**src/rtl/lcs_pkg.sv**
```systemverilog
// constants for the link control and self-identity register block
package lcs_pkg;
  // register byte offsets
  localparam logic [11:0] LCS_OFF_CTRL_SET = 12'h050;
  localparam logic [11:0] LCS_OFF_CTRL_CLR = 12'h054;
  localparam logic [11:0] LCS_OFF_BUF_BASE = 12'h064;
  localparam logic [11:0] LCS_OFF_COUNT = 12'h068;
  localparam logic [11:0] LCS_OFF_MISC = 12'h200;
  // phy-clocked windows, inclusive
  localparam logic [11:0] LCS_PHY_LO_A = 12'h0dc;
  localparam logic [11:0] LCS_PHY_HI_A = 12'h0f0;
  localparam logic [11:0] LCS_PHY_LO_B = 12'h100;
  localparam logic [11:0] LCS_PHY_HI_B = 12'h11c;
  // control field positions
  localparam int LCS_BIT_PWR = 19;
  localparam int LCS_BIT_PWA = 18;
  localparam int LCS_BIT_LAE = 17;
  localparam int LCS_BIT_SRT = 16;
  // miscellaneous configuration field
  localparam int LCS_BIT_STA = 4;
  // buffer base writable bits
  localparam logic [31:0] LCS_BASE_MASK = 32'hfffff800;
  localparam int LCS_BASE_LO = 11;
  // count register fields
  localparam int LCS_BIT_ERR = 31;
  localparam int LCS_GEN_HI = 23;
  localparam int LCS_GEN_LO = 16;
  localparam int LCS_QUAD_HI = 10;
  localparam int LCS_QUAD_LO = 2;
  // reset values
  localparam logic [31:0] LCS_RST_BASE = 32'h00000000;
  localparam logic [7:0] LCS_RST_GEN = 8'h00;
  // soft reset length in clock cycles
  localparam logic [3:0] LCS_SOFT_RESET_CYCLES = 4'h8;
  // axi responses
  localparam logic [1:0] LCS_RESP_OKAY = 2'b00;
  localparam logic [1:0] LCS_RESP_SLVERR = 2'b10;
  localparam logic [1:0] LCS_RESP_DECERR = 2'b11;
  localparam logic [31:0] LCS_ALL_ONES = 32'hffffffff;
endpackage : lcs_pkg

```
**src/rtl/lcs_sync2.sv**
```systemverilog
// two-flop synchroniser for one level from outside the clock domain
`timescale 1ns/10ps
module lcs_sync2 (
  // clock and reset
  input wire logic i_clk,
  input wire logic i_reset_n,
  // level in and out
  input wire logic i_async,
  output logic o_sync
);
  logic meta_reg; // first stage, read only by the second

  // plain two-stage chain, no logic between stages
  always_ff @(posedge i_clk) begin
    if (!i_reset_n) begin
      meta_reg <= 1'b0;
      o_sync <= 1'b0;
    end else begin
      meta_reg <= i_async;
      o_sync <= meta_reg;
    end
  end
endmodule : lcs_sync2

```
**src/rtl/lcs_soft_reset.sv**
```systemverilog
// software reset sequencer: holds busy for a fixed number of cycles
`timescale 1ns/10ps
module lcs_soft_reset (
  // clock and reset
  input wire logic i_clk,
  input wire logic i_reset_n,
  // request and state
  input wire logic i_start,
  output logic o_busy
);
  logic [3:0] cnt_reg; // cycles still to run

  // busy stays up until the count runs out; a start while busy is ignored
  always_ff @(posedge i_clk) begin
    if (!i_reset_n) begin
      cnt_reg <= 4'h0;
      o_busy <= 1'b0;
    end else if (i_start && !o_busy) begin
      cnt_reg <= lcs_pkg::LCS_SOFT_RESET_CYCLES - 4'h1;
      o_busy <= 1'b1;
    end else if (o_busy) begin
      if (cnt_reg == 4'h0) begin
        o_busy <= 1'b0; // self-clears when done
      end else begin
        cnt_reg <= cnt_reg - 4'h1;
      end
    end
  end

  property p_busy_len;
    @(posedge i_clk) disable iff (!i_reset_n)
      (i_start && !o_busy) |=> o_busy [*8] ##1 !o_busy;
  endproperty
  a_busy_len: assert property (p_busy_len) else $error("soft reset length wrong");
endmodule : lcs_soft_reset

```
**src/rtl/lcs_link_regs.sv**
```systemverilog
// link control and self-identity registers behind an axi4-lite slave
`timescale 1ns/10ps
module lcs_link_regs (
  // clock and reset
  input wire logic i_clk,
  input wire logic i_reset_n,
  // axi4-lite write address
  input wire logic i_s_axi_awvalid,
  output logic o_s_axi_awready,
  input wire logic [11:0] i_s_axi_awaddr,
  // axi4-lite write data
  input wire logic i_s_axi_wvalid,
  output logic o_s_axi_wready,
  input wire logic [31:0] i_s_axi_wdata,
  input wire logic [3:0] i_s_axi_wstrb,
  // axi4-lite write response
  output logic o_s_axi_bvalid,
  input wire logic i_s_axi_bready,
  output logic [1:0] o_s_axi_bresp,
  // axi4-lite read address
  input wire logic i_s_axi_arvalid,
  output logic o_s_axi_arready,
  input wire logic [11:0] i_s_axi_araddr,
  // axi4-lite read data
  output logic o_s_axi_rvalid,
  input wire logic i_s_axi_rready,
  output logic [31:0] o_s_axi_rdata,
  output logic [1:0] o_s_axi_rresp,
  // phy clock status pin
  input wire logic i_phy_clk_running,
  // link core events, same clock
  input wire logic i_bus_reset,
  input wire logic i_rx_start,
  input wire logic i_rx_valid,
  output logic o_rx_ready,
  input wire logic [31:0] i_rx_data,
  input wire logic i_rx_done,
  input wire logic i_rx_hw_error,
  // self-identity buffer writes to host memory
  output logic o_dma_valid,
  input wire logic i_dma_ready,
  output logic [31:0] o_dma_addr,
  output logic [31:0] o_dma_data,
  input wire logic i_dma_error,
  // link controls
  output logic o_phy_link_allow,
  output logic o_posted_write_allow,
  output logic o_link_connected,
  output logic o_link_state_reset
);
  // synchronised phy clock status
  logic phy_run;
  // soft reset in progress
  logic sr_busy;
  // control and configuration flops
  logic pwr_reg, pwa_reg, lae_reg, sta_reg;
  logic [31:0] base_reg;
  // count register fields
  logic err_reg, err_pend_reg;
  logic [7:0] gen_reg;
  logic [8:0] quad_reg;
  // axi write side holding flops
  logic aw_held_reg, w_held_reg;
  logic [11:0] aw_addr_reg;
  logic [31:0] w_data_reg;
  logic [3:0] w_strb_reg;
  // axi read side
  logic [11:0] rd_addr_reg; // kept for checking only
  // decoded write
  logic wr_fire;
  logic [1:0] wr_resp;
  logic [31:0] wmask;
  logic set_hit, clr_hit, base_hit, misc_hit, sr_start;
  // register images
  logic [31:0] ctrl_img, count_img;
  // read decode
  logic [1:0] rd_resp;
  logic [31:0] rd_data;
  // gated link events
  logic rx_take, dma_take, bus_reset_seen;

  lcs_sync2 u_phy_sync (
    .i_clk(i_clk),
    .i_reset_n(i_reset_n),
    .i_async(i_phy_clk_running),
    .o_sync(phy_run)
  );

  lcs_soft_reset u_soft_reset (
    .i_clk(i_clk),
    .i_reset_n(i_reset_n),
    .i_start(sr_start),
    .o_busy(sr_busy)
  );

  // response for an address: own registers, phy window, or unmapped
  function automatic logic [1:0] decode_resp(input logic [11:0] a, input logic run,
                                             input logic sta);
    logic phy_win;
    phy_win = ((a >= lcs_pkg::LCS_PHY_LO_A) && (a <= lcs_pkg::LCS_PHY_HI_A)) ||
              ((a >= lcs_pkg::LCS_PHY_LO_B) && (a <= lcs_pkg::LCS_PHY_HI_B));
    if (a[1:0] != 2'b00) begin
      decode_resp = lcs_pkg::LCS_RESP_DECERR;
    end else if (a == lcs_pkg::LCS_OFF_CTRL_SET || a == lcs_pkg::LCS_OFF_CTRL_CLR ||
                 a == lcs_pkg::LCS_OFF_BUF_BASE || a == lcs_pkg::LCS_OFF_COUNT ||
                 a == lcs_pkg::LCS_OFF_MISC) begin
      decode_resp = lcs_pkg::LCS_RESP_OKAY;
    end else if (phy_win && !run && !sta) begin
      decode_resp = lcs_pkg::LCS_RESP_SLVERR; // target abort
    end else if (phy_win && !run) begin
      decode_resp = lcs_pkg::LCS_RESP_OKAY; // answered with all ones
    end else begin
      decode_resp = lcs_pkg::LCS_RESP_DECERR; // phy registers live elsewhere
    end
  endfunction : decode_resp

  // images with reserved bits as zero
  always_comb begin
    ctrl_img = 32'h00000000; // bits 21:20 and 15:0 stay zero
    ctrl_img[lcs_pkg::LCS_BIT_PWR] = pwr_reg;
    ctrl_img[lcs_pkg::LCS_BIT_PWA] = pwa_reg;
    ctrl_img[lcs_pkg::LCS_BIT_LAE] = lae_reg;
    ctrl_img[lcs_pkg::LCS_BIT_SRT] = sr_busy; // one while reset runs
    count_img = 32'h00000000; // reserved fields zero
    count_img[lcs_pkg::LCS_BIT_ERR] = err_reg;
    count_img[lcs_pkg::LCS_GEN_HI:lcs_pkg::LCS_GEN_LO] = gen_reg;
    count_img[lcs_pkg::LCS_QUAD_HI:lcs_pkg::LCS_QUAD_LO] = quad_reg;
  end

  // write channel handshakes; each channel is held until both are in
  assign o_s_axi_awready = !aw_held_reg;
  assign o_s_axi_wready = !w_held_reg;
  assign wr_fire = aw_held_reg && w_held_reg && !o_s_axi_bvalid;
  assign wr_resp = decode_resp(aw_addr_reg, phy_run, sta_reg);

  // byte lanes widened to a bit mask
  genvar gi;
  generate
    for (gi = 0; gi < 4; gi++) begin : g_lane
      assign wmask[gi*8 +: 8] = {8{w_strb_reg[gi]}};
    end
  endgenerate

  // write hits; control and base writes while soft reset runs are dropped
  assign set_hit = wr_fire && !sr_busy && (aw_addr_reg == lcs_pkg::LCS_OFF_CTRL_SET);
  assign clr_hit = wr_fire && !sr_busy && (aw_addr_reg == lcs_pkg::LCS_OFF_CTRL_CLR);
  assign base_hit = wr_fire && !sr_busy && (aw_addr_reg == lcs_pkg::LCS_OFF_BUF_BASE);
  assign misc_hit = wr_fire && (aw_addr_reg == lcs_pkg::LCS_OFF_MISC);
  assign sr_start = set_hit && w_data_reg[lcs_pkg::LCS_BIT_SRT] &&
                    wmask[lcs_pkg::LCS_BIT_SRT];

  // address and data capture, in either order
  always_ff @(posedge i_clk) begin
    if (!i_reset_n) begin
      aw_held_reg <= 1'b0;
      w_held_reg <= 1'b0;
      aw_addr_reg <= 12'h000;
      w_data_reg <= 32'h00000000;
      w_strb_reg <= 4'h0;
    end else begin
      if (i_s_axi_awvalid && o_s_axi_awready) begin
        aw_held_reg <= 1'b1;
        aw_addr_reg <= i_s_axi_awaddr;
      end else if (wr_fire) begin
        aw_held_reg <= 1'b0;
      end
      if (i_s_axi_wvalid && o_s_axi_wready) begin
        w_held_reg <= 1'b1;
        w_data_reg <= i_s_axi_wdata;
        w_strb_reg <= i_s_axi_wstrb;
      end else if (wr_fire) begin
        w_held_reg <= 1'b0;
      end
    end
  end

  // write response one cycle after both halves are in
  always_ff @(posedge i_clk) begin
    if (!i_reset_n) begin
      o_s_axi_bvalid <= 1'b0;
      o_s_axi_bresp <= lcs_pkg::LCS_RESP_OKAY;
    end else if (wr_fire) begin
      o_s_axi_bvalid <= 1'b1;
      o_s_axi_bresp <= wr_resp;
    end else if (i_s_axi_bready) begin
      o_s_axi_bvalid <= 1'b0;
    end
  end

  // read data mux
  always_comb begin
    rd_resp = decode_resp(i_s_axi_araddr, phy_run, sta_reg);
    case (i_s_axi_araddr)
      lcs_pkg::LCS_OFF_CTRL_SET: rd_data = ctrl_img; // both views read the same
      lcs_pkg::LCS_OFF_CTRL_CLR: rd_data = ctrl_img;
      lcs_pkg::LCS_OFF_BUF_BASE: rd_data = base_reg & lcs_pkg::LCS_BASE_MASK;
      lcs_pkg::LCS_OFF_COUNT: rd_data = count_img;
      lcs_pkg::LCS_OFF_MISC: begin
        rd_data = 32'h00000000;
        rd_data[lcs_pkg::LCS_BIT_STA] = sta_reg;
      end
      default: begin
        // stopped phy clock with abort suppressed answers all ones
        rd_data = (rd_resp == lcs_pkg::LCS_RESP_OKAY) ? lcs_pkg::LCS_ALL_ONES : 32'h00000000;
      end
    endcase
  end

  // read channel: one read at a time, answered the cycle after address
  assign o_s_axi_arready = !o_s_axi_rvalid;
  always_ff @(posedge i_clk) begin
    if (!i_reset_n) begin
      o_s_axi_rvalid <= 1'b0;
      o_s_axi_rdata <= 32'h00000000;
      o_s_axi_rresp <= lcs_pkg::LCS_RESP_OKAY;
      rd_addr_reg <= 12'h000;
    end else if (i_s_axi_arvalid && o_s_axi_arready) begin
      o_s_axi_rvalid <= 1'b1;
      o_s_axi_rdata <= rd_data;
      o_s_axi_rresp <= rd_resp;
      rd_addr_reg <= i_s_axi_araddr;
    end else if (i_s_axi_rready) begin
      o_s_axi_rvalid <= 1'b0;
    end
  end

  // control bits: set view sets, clear view clears, any reset clears all
  always_ff @(posedge i_clk) begin
    if (!i_reset_n || sr_busy) begin
      pwr_reg <= 1'b0;
      pwa_reg <= 1'b0;
      lae_reg <= 1'b0; // hardware or soft reset
    end else if (sr_start) begin
      lae_reg <= 1'b0; // reset takes priority over bits written with it
      pwr_reg <= 1'b0;
      pwa_reg <= 1'b0;
    end else if (set_hit) begin
      pwr_reg <= pwr_reg | (w_data_reg[lcs_pkg::LCS_BIT_PWR] & wmask[lcs_pkg::LCS_BIT_PWR]);
      pwa_reg <= pwa_reg | (w_data_reg[lcs_pkg::LCS_BIT_PWA] & wmask[lcs_pkg::LCS_BIT_PWA]);
      lae_reg <= lae_reg | (w_data_reg[lcs_pkg::LCS_BIT_LAE] & wmask[lcs_pkg::LCS_BIT_LAE]);
    end else if (clr_hit) begin
      pwr_reg <= pwr_reg & ~(w_data_reg[lcs_pkg::LCS_BIT_PWR] & wmask[lcs_pkg::LCS_BIT_PWR]);
      pwa_reg <= pwa_reg & ~(w_data_reg[lcs_pkg::LCS_BIT_PWA] & wmask[lcs_pkg::LCS_BIT_PWA]);
      lae_reg <= lae_reg & ~(w_data_reg[lcs_pkg::LCS_BIT_LAE] & wmask[lcs_pkg::LCS_BIT_LAE]);
    end
  end

  // abort suppression is configuration space; soft reset leaves it alone
  always_ff @(posedge i_clk) begin
    if (!i_reset_n) begin
      sta_reg <= 1'b0;
    end else if (misc_hit && wmask[lcs_pkg::LCS_BIT_STA]) begin
      sta_reg <= w_data_reg[lcs_pkg::LCS_BIT_STA];
    end
  end

  // buffer base, low eleven bits never stored
  always_ff @(posedge i_clk) begin
    if (!i_reset_n || sr_busy) begin
      base_reg <= lcs_pkg::LCS_RST_BASE;
    end else if (base_hit) begin
      base_reg <= ((base_reg & ~wmask) | (w_data_reg & wmask)) & lcs_pkg::LCS_BASE_MASK;
    end
  end

  // link outputs follow the control bits directly
  assign o_phy_link_allow = pwr_reg;
  assign o_posted_write_allow = pwa_reg;
  assign o_link_connected = lae_reg && pwr_reg;
  assign o_link_state_reset = sr_busy; // flushes link state and fifos

  // reception is taken only while connected and the store stage is free
  assign o_rx_ready = o_link_connected && !o_dma_valid && !sr_busy;
  assign rx_take = i_rx_valid && o_rx_ready;
  assign dma_take = o_dma_valid && i_dma_ready;
  assign bus_reset_seen = i_bus_reset && o_link_connected;

  // one-entry store stage: quadlet n goes to base plus four times n
  always_ff @(posedge i_clk) begin
    if (!i_reset_n || sr_busy) begin
      o_dma_valid <= 1'b0;
      o_dma_addr <= 32'h00000000;
      o_dma_data <= 32'h00000000;
    end else if (rx_take) begin
      o_dma_valid <= 1'b1;
      o_dma_addr <= {base_reg[31:lcs_pkg::LCS_BASE_LO], quad_reg, 2'b00};
      o_dma_data <= i_rx_data;
    end else if (dma_take) begin
      o_dma_valid <= 1'b0;
    end
  end

  // quadlet count: cleared at start, one per quadlet stored
  always_ff @(posedge i_clk) begin
    if (!i_reset_n || sr_busy) begin
      quad_reg <= 9'h000;
    end else if (i_rx_start) begin
      quad_reg <= 9'h000;
    end else if (dma_take) begin
      quad_reg <= quad_reg + 9'h001; // header quadlet included
    end
  end

  // generation: counts bus resets seen while connected, wraps by natural overflow
  always_ff @(posedge i_clk) begin
    if (!i_reset_n || sr_busy) begin
      gen_reg <= lcs_pkg::LCS_RST_GEN;
    end else if (bus_reset_seen) begin
      gen_reg <= gen_reg + 8'h01;
    end
  end

  // error flag: host write errors gather during reception, decided at done
  always_ff @(posedge i_clk) begin
    if (!i_reset_n || sr_busy) begin
      err_pend_reg <= 1'b0;
      err_reg <= 1'b0;
    end else begin
      if (i_dma_error) begin
        err_pend_reg <= 1'b1; // an error in the start cycle is kept
      end else if (i_rx_start) begin
        err_pend_reg <= 1'b0;
      end
      if (i_rx_done) begin
        // buffer must be treated as garbage while this is set
        err_reg <= err_pend_reg || i_rx_hw_error || i_dma_error;
      end
    end
  end

  property p_ctrl_rsvd;
    @(posedge i_clk) disable iff (!i_reset_n)
      (o_s_axi_rvalid && rd_addr_reg == lcs_pkg::LCS_OFF_CTRL_SET) |->
        (o_s_axi_rdata[21:20] == 2'b00);
  endproperty
  a_ctrl_rsvd: assert property (p_ctrl_rsvd) else $error("ctrl bits 21:20 not zero");

  property p_ctrl_low;
    @(posedge i_clk) disable iff (!i_reset_n)
      (o_s_axi_rvalid && rd_addr_reg == lcs_pkg::LCS_OFF_CTRL_CLR) |->
        (o_s_axi_rdata[15:0] == 16'h0000);
  endproperty
  a_ctrl_low: assert property (p_ctrl_low) else $error("ctrl bits 15:0 not zero");

  property p_pwr_gate;
    @(posedge i_clk) disable iff (!i_reset_n)
      (set_hit && !sr_start && w_data_reg[19] && w_strb_reg[2]) |=> o_phy_link_allow;
  endproperty
  a_pwr_gate: assert property (p_pwr_gate) else $error("link-phy not allowed after set");

  property p_abort;
    @(posedge i_clk) disable iff (!i_reset_n)
      (i_s_axi_arvalid && o_s_axi_arready && i_s_axi_araddr == lcs_pkg::LCS_PHY_LO_B &&
       !phy_run && !sta_reg) |=> (o_s_axi_rvalid && o_s_axi_rresp == lcs_pkg::LCS_RESP_SLVERR);
  endproperty
  a_abort: assert property (p_abort) else $error("no target abort on stopped phy clock");

  property p_all_ones;
    @(posedge i_clk) disable iff (!i_reset_n)
      (i_s_axi_arvalid && o_s_axi_arready && i_s_axi_araddr == lcs_pkg::LCS_PHY_HI_A &&
       !phy_run && sta_reg) |=> (o_s_axi_rdata == 32'hffffffff && o_s_axi_rresp == 2'b00);
  endproperty
  a_all_ones: assert property (p_all_ones) else $error("suppressed abort not all ones");

  property p_lae_reset;
    @(posedge i_clk) disable iff (!i_reset_n)
      sr_start |=> (!lae_reg && sr_busy) ##1 !o_link_connected;
  endproperty
  a_lae_reset: assert property (p_lae_reset) else $error("link enable survived reset");

  property p_disconnect;
    @(posedge i_clk) disable iff (!i_reset_n)
      !lae_reg |-> (!o_rx_ready && !bus_reset_seen);
  endproperty
  a_disconnect: assert property (p_disconnect) else $error("traffic while link disabled");

  property p_gen_inc;
    @(posedge i_clk) disable iff (!i_reset_n)
      (bus_reset_seen && !sr_busy) |=> (gen_reg == 8'($past(gen_reg) + 8'h01));
  endproperty
  a_gen_inc: assert property (p_gen_inc) else $error("generation did not advance");

  property p_quad_clear;
    @(posedge i_clk) disable iff (!i_reset_n)
      i_rx_start |=> (count_img[10:2] == 9'h000);
  endproperty
  a_quad_clear: assert property (p_quad_clear) else $error("quadlet count not cleared");

  property p_err_set;
    @(posedge i_clk) disable iff (!i_reset_n)
      (i_rx_done && i_rx_hw_error && !sr_busy) |=> count_img[31];
  endproperty
  a_err_set: assert property (p_err_set) else $error("error flag not set");

  property p_base_low;
    @(posedge i_clk) disable iff (!i_reset_n)
      (o_s_axi_rvalid && rd_addr_reg == lcs_pkg::LCS_OFF_BUF_BASE) |->
        (o_s_axi_rdata[10:0] == 11'h000);
  endproperty
  a_base_low: assert property (p_base_low) else $error("buffer base low bits not zero");
endmodule : lcs_link_regs

```
**config.mk**
```make
export PLATFORM = sky130hd
export DESIGN_NAME = lcs_link_regs
export DESIGN_NICKNAME = d
export VERILOG_FILES = /design/src/rtl/lcs_pkg.sv /design/src/rtl/lcs_sync2.sv /design/src/rtl/lcs_soft_reset.sv /design/src/rtl/lcs_link_regs.sv
export SDC_FILE = /design/constraint.sdc
export NUM_CORES = 1
export LEC_CHECK = 0
export BUFFER_PORTS_ARGS = -buffer_cell sky130_fd_sc_hd__buf_2
export CORE_MARGIN = 5
export CORE_UTILIZATION = 56
export DETAILED_ROUTE_END_ITERATION = 8
export GPL_TIMING_DRIVEN = 0
export PLACE_DENSITY_LB_ADDON = 0.08
export SLEW_MARGIN = 25
export SYNTH_ARGS = -nofsm -noshare
export SYNTH_HDL_FRONTEND = slang
export SYNTH_SLANG_ARGS = --single-unit
export TNS_END_PERCENT = 20
```
**constraint.sdc**
```tcl
create_clock -name i_clk -period 2.8 [get_ports i_clk]
set_input_delay 0.28 -clock i_clk [delete_from_list [all_inputs] [get_ports i_clk]]
set_output_delay 0.28 -clock i_clk [all_outputs]
set_load 0.05 [all_outputs]
```
==> metrics.cfg <==
[setup_path]
worstSetupStartpointType=flop
ff2ff_setup_slack_ns=0.53
crit_chain=nand2b_1 -> clkbuf_1 -> clkbuf_1 -> clkbuf_1 -> nor2_1
critPathArrivalTime_ns=2.57
timing.critical_path.required_ns=3.10
crit_type=flop to flop
worst_path_most_repeated_cell=sky130_fd_sc_hd__clkbuf_1
critPathMaxStageDelay_ns=0.58
endpoint_kind=flop
crit_slowest_cell=sky130_fd_sc_hd__dfxtp_1
worstPathMaxFanout=10

[clock_tree]
clockRootBuffer=sky130_fd_sc_hd__clkbuf_16
worst_skew_pair.late_latency_ns=0.44
clock_slew_seen_by_the_registers_of_the_worst_setup_and_hold_paths_ns=0.07
htreeDepth=4
cts.sinks=191
cts_tree=done
cts.path.max_buffers=2
cts.repair_timing.setup_buffer_count=0
tritoncts.num_buffers=17
holdBufCountCts=0
cts_repair_resize_count=0

[yosys]
synth.cell_area_mm2=0.00754
async_reset_ff_frac=0
synth_enable_flop_cells=0
netlist-cell-type-count=51
syn_area_per_cell_um2=8.32
dominantRegCellSynth=sky130_fd_sc_hd__dfxtp_1
synth-seq-cells=191
syn_inst=907
synth.yosys.seq_area_share=0.507
ys_warn_count=0

[floorplanning]
start_util=0.570
placeableCoreArea_mm2=0.0132
die_x_um=126
fp-row-count=42
io-pin-count=218
dieArea_mm2=0.0159
dieHeight_um=126

[sta]
report.final.slew_viol_count=0
max_freq_ghz=0.441
hold_slack_ns=0.0364
worst_pin_slew_ns=0.831
hold_viol=0
period_needed_ns=2.27
clock_skew_ns=0.0104
rsz0062_at_grt=false
worst_slew_margin_rel=0.442
timing.final.crit_share=0.809
fin_setup_tns_ns=0
setup_viol=0

[final_layout]
final_core_util=0.707
antennaDiodeCount=0
nNetsFinal=1243
drive_above_1_share=0.224
area_delta_synth_final_pct=24.1

[detailed_routing]
avgRoutedWirePerCell_um=14.9
vias_per_cell=5.24
detailedRoute.firstIterationViolations=472
post-route-drc-count=0
route.vias.total=6918
postRouteAntennaNets=0
dr.pass1.iters=6
routed_wirelength_um=19700

[global_route]
pin_count_of_the_biggest_net_entering_global_routing=17
total_grt_overflow=0
grt_first_pass_wirelength_um=32000
track_usage=0.246
number_of_antenna_violations_at_the_first_check_in_global_routing=0
via_count_of_the_first_global_routing_pass=6364

[placed_design]
gp_congestion=0.840
port_buffers=205
place_hpwl_um=14900

[run]
max-cap-violations=0

[power_and_ir_drop]
power_density_mw_per_mm2=606
cellLeakagePower_nw=4.06
ir_drop_uv=355

[worst_hold_path]
hold_path_class=input pin to flop

[status]
run_status=finished clean

-- worst paths after layout --
check	depth (start not counted)	start	end
max	5	u_soft_reset.o_busy	gen_reg[2]
min	2	i_rx_done	err_reg
max reg2reg	5	u_soft_reset.o_busy	gen_reg[2]
min reg2reg	1	u_phy_sync.meta_reg	u_phy_sync.o_sync
-- power by group --
part	switching, W	internal [W]
registers	0.0000525	0.00279
clock network	0.00104	0.00126
logic	0.000362	0.000169
total	0.00145	0.00422
-- final cells by class --
| cell class | count | area, um2 |
|---|---|---|
| multi-input cells | 645 | 3440 |
| repair buffers | 205 | 1030 |
| clock buffers | 21 | 450 |
| well taps | 176 | 220 |
| clock inverters | 11 | 109 |
| flip-flops and latches | 191 | 3820 |
| inverters | 12 | 45.0 |
| fillers | 1149 | 3880 |
| plain buffers | 60 | 249 |
-- cells in the final DEF, fill, tap and decap left out, types with 4 or more instances in the layout --
cell type                   Yosys  routed
sky130_fd_sc_hd__nand2b_1       8       8
sky130_fd_sc_hd__clkbuf_16      0      17
sky130_fd_sc_hd__o221a_1        4       4
sky130_fd_sc_hd__nor2_1        91      91
sky130_fd_sc_hd__dfxtp_1      191     191
sky130_fd_sc_hd__nor3_1        12      12
sky130_fd_sc_hd__nand3_1       11      11
sky130_fd_sc_hd__buf_2         10     215
sky130_fd_sc_hd__nor4_1         6       6
sky130_fd_sc_hd__a21boi_0      39      39
sky130_fd_sc_hd__a21boi_1       6       6
sky130_fd_sc_hd__a222oi_1       4       4
sky130_fd_sc_hd__a211oi_1       4       4
sky130_fd_sc_hd__and2_1         4       4
sky130_fd_sc_hd__mux2i_1       22      22
sky130_fd_sc_hd__a22oi_1        6       6
sky130_fd_sc_hd__xor2_1        14      14
sky130_fd_sc_hd__and3_1         4       4
sky130_fd_sc_hd__nand2_1      227     227
sky130_fd_sc_hd__clkbuf_1      47      50
sky130_fd_sc_hd__a21oi_1       93      93
sky130_fd_sc_hd__ha_1           4       4
sky130_fd_sc_hd__nand4_1        6       6
sky130_fd_sc_hd__o21ai_0       29      29
sky130_fd_sc_hd__inv_1         12      12
sky130_fd_sc_hd__xnor2_1        5       5
sky130_fd_sc_hd__nor2b_1        7       7
-- routing by layer --
metal  track usage  wire length, um
met3        0.0605             1400
met2         0.398             9230
met5             0                0
met1         0.325             8700
met4        0.0801              346
-- kinds of logic (layout without fill, tap and decap cells) --
group / after synthesis / count (layout) / synth area share
compound gates: 197 / 197 / 0.160
xor+xnor: 19 / 19 / 0.0221
fa+ha+maj: 4 / 4 / 0.00664
buf+inv: 72 / 309 / 0.0390
flops: 191 / 191 / 0.507
mux: 22 / 22 / 0.0292
other cells: 1 / 2 / 0.000497
simple gates: 401 / 401 / 0.235
-- Yosys cell counts (7+ instances only) --
cell type                  number  area [um2]
sky130_fd_sc_hd__nand3_1       11        55.1
sky130_fd_sc_hd__inv_1         12        45.0
sky130_fd_sc_hd__o21ai_0       29         145
sky130_fd_sc_hd__nor2_1        91         342
sky130_fd_sc_hd__a21oi_1       93         465
sky130_fd_sc_hd__buf_2         10        50.1
sky130_fd_sc_hd__nand2_1      227         852
sky130_fd_sc_hd__mux2i_1       22         220
sky130_fd_sc_hd__nor3_1        12        60.1
sky130_fd_sc_hd__xor2_1        14         123
sky130_fd_sc_hd__dfxtp_1      191        3820
sky130_fd_sc_hd__nand2b_1       8        50.1
sky130_fd_sc_hd__nor2b_1        7        43.8
sky130_fd_sc_hd__a21boi_0      39         293
sky130_fd_sc_hd__clkbuf_1      47         176
-- critical path, delay by kind of cell, from the launching register on --
kind / cells / cell delay (ns)
DFF: 1 / 0.58
and+or+nand+nor: 2 / 0.26
buffers and inverters: 3 / 1.28
-- through the flow --
step	setup slack, ns	cell area (um2)	cells	total power, W
final	0.534	9360	1321	0.00567
after global routing	0.340	9360	1321	0.00589
after CTS	0.532	9360	1321	0.00570
after detailed placement	0.531	8800	1289	0.00343
after global placement	0.557	8800	1289	0.00343
after floorplan	0.218	7560	908	0.00324
Note: power is estimated with default switching activity, not from simulation.
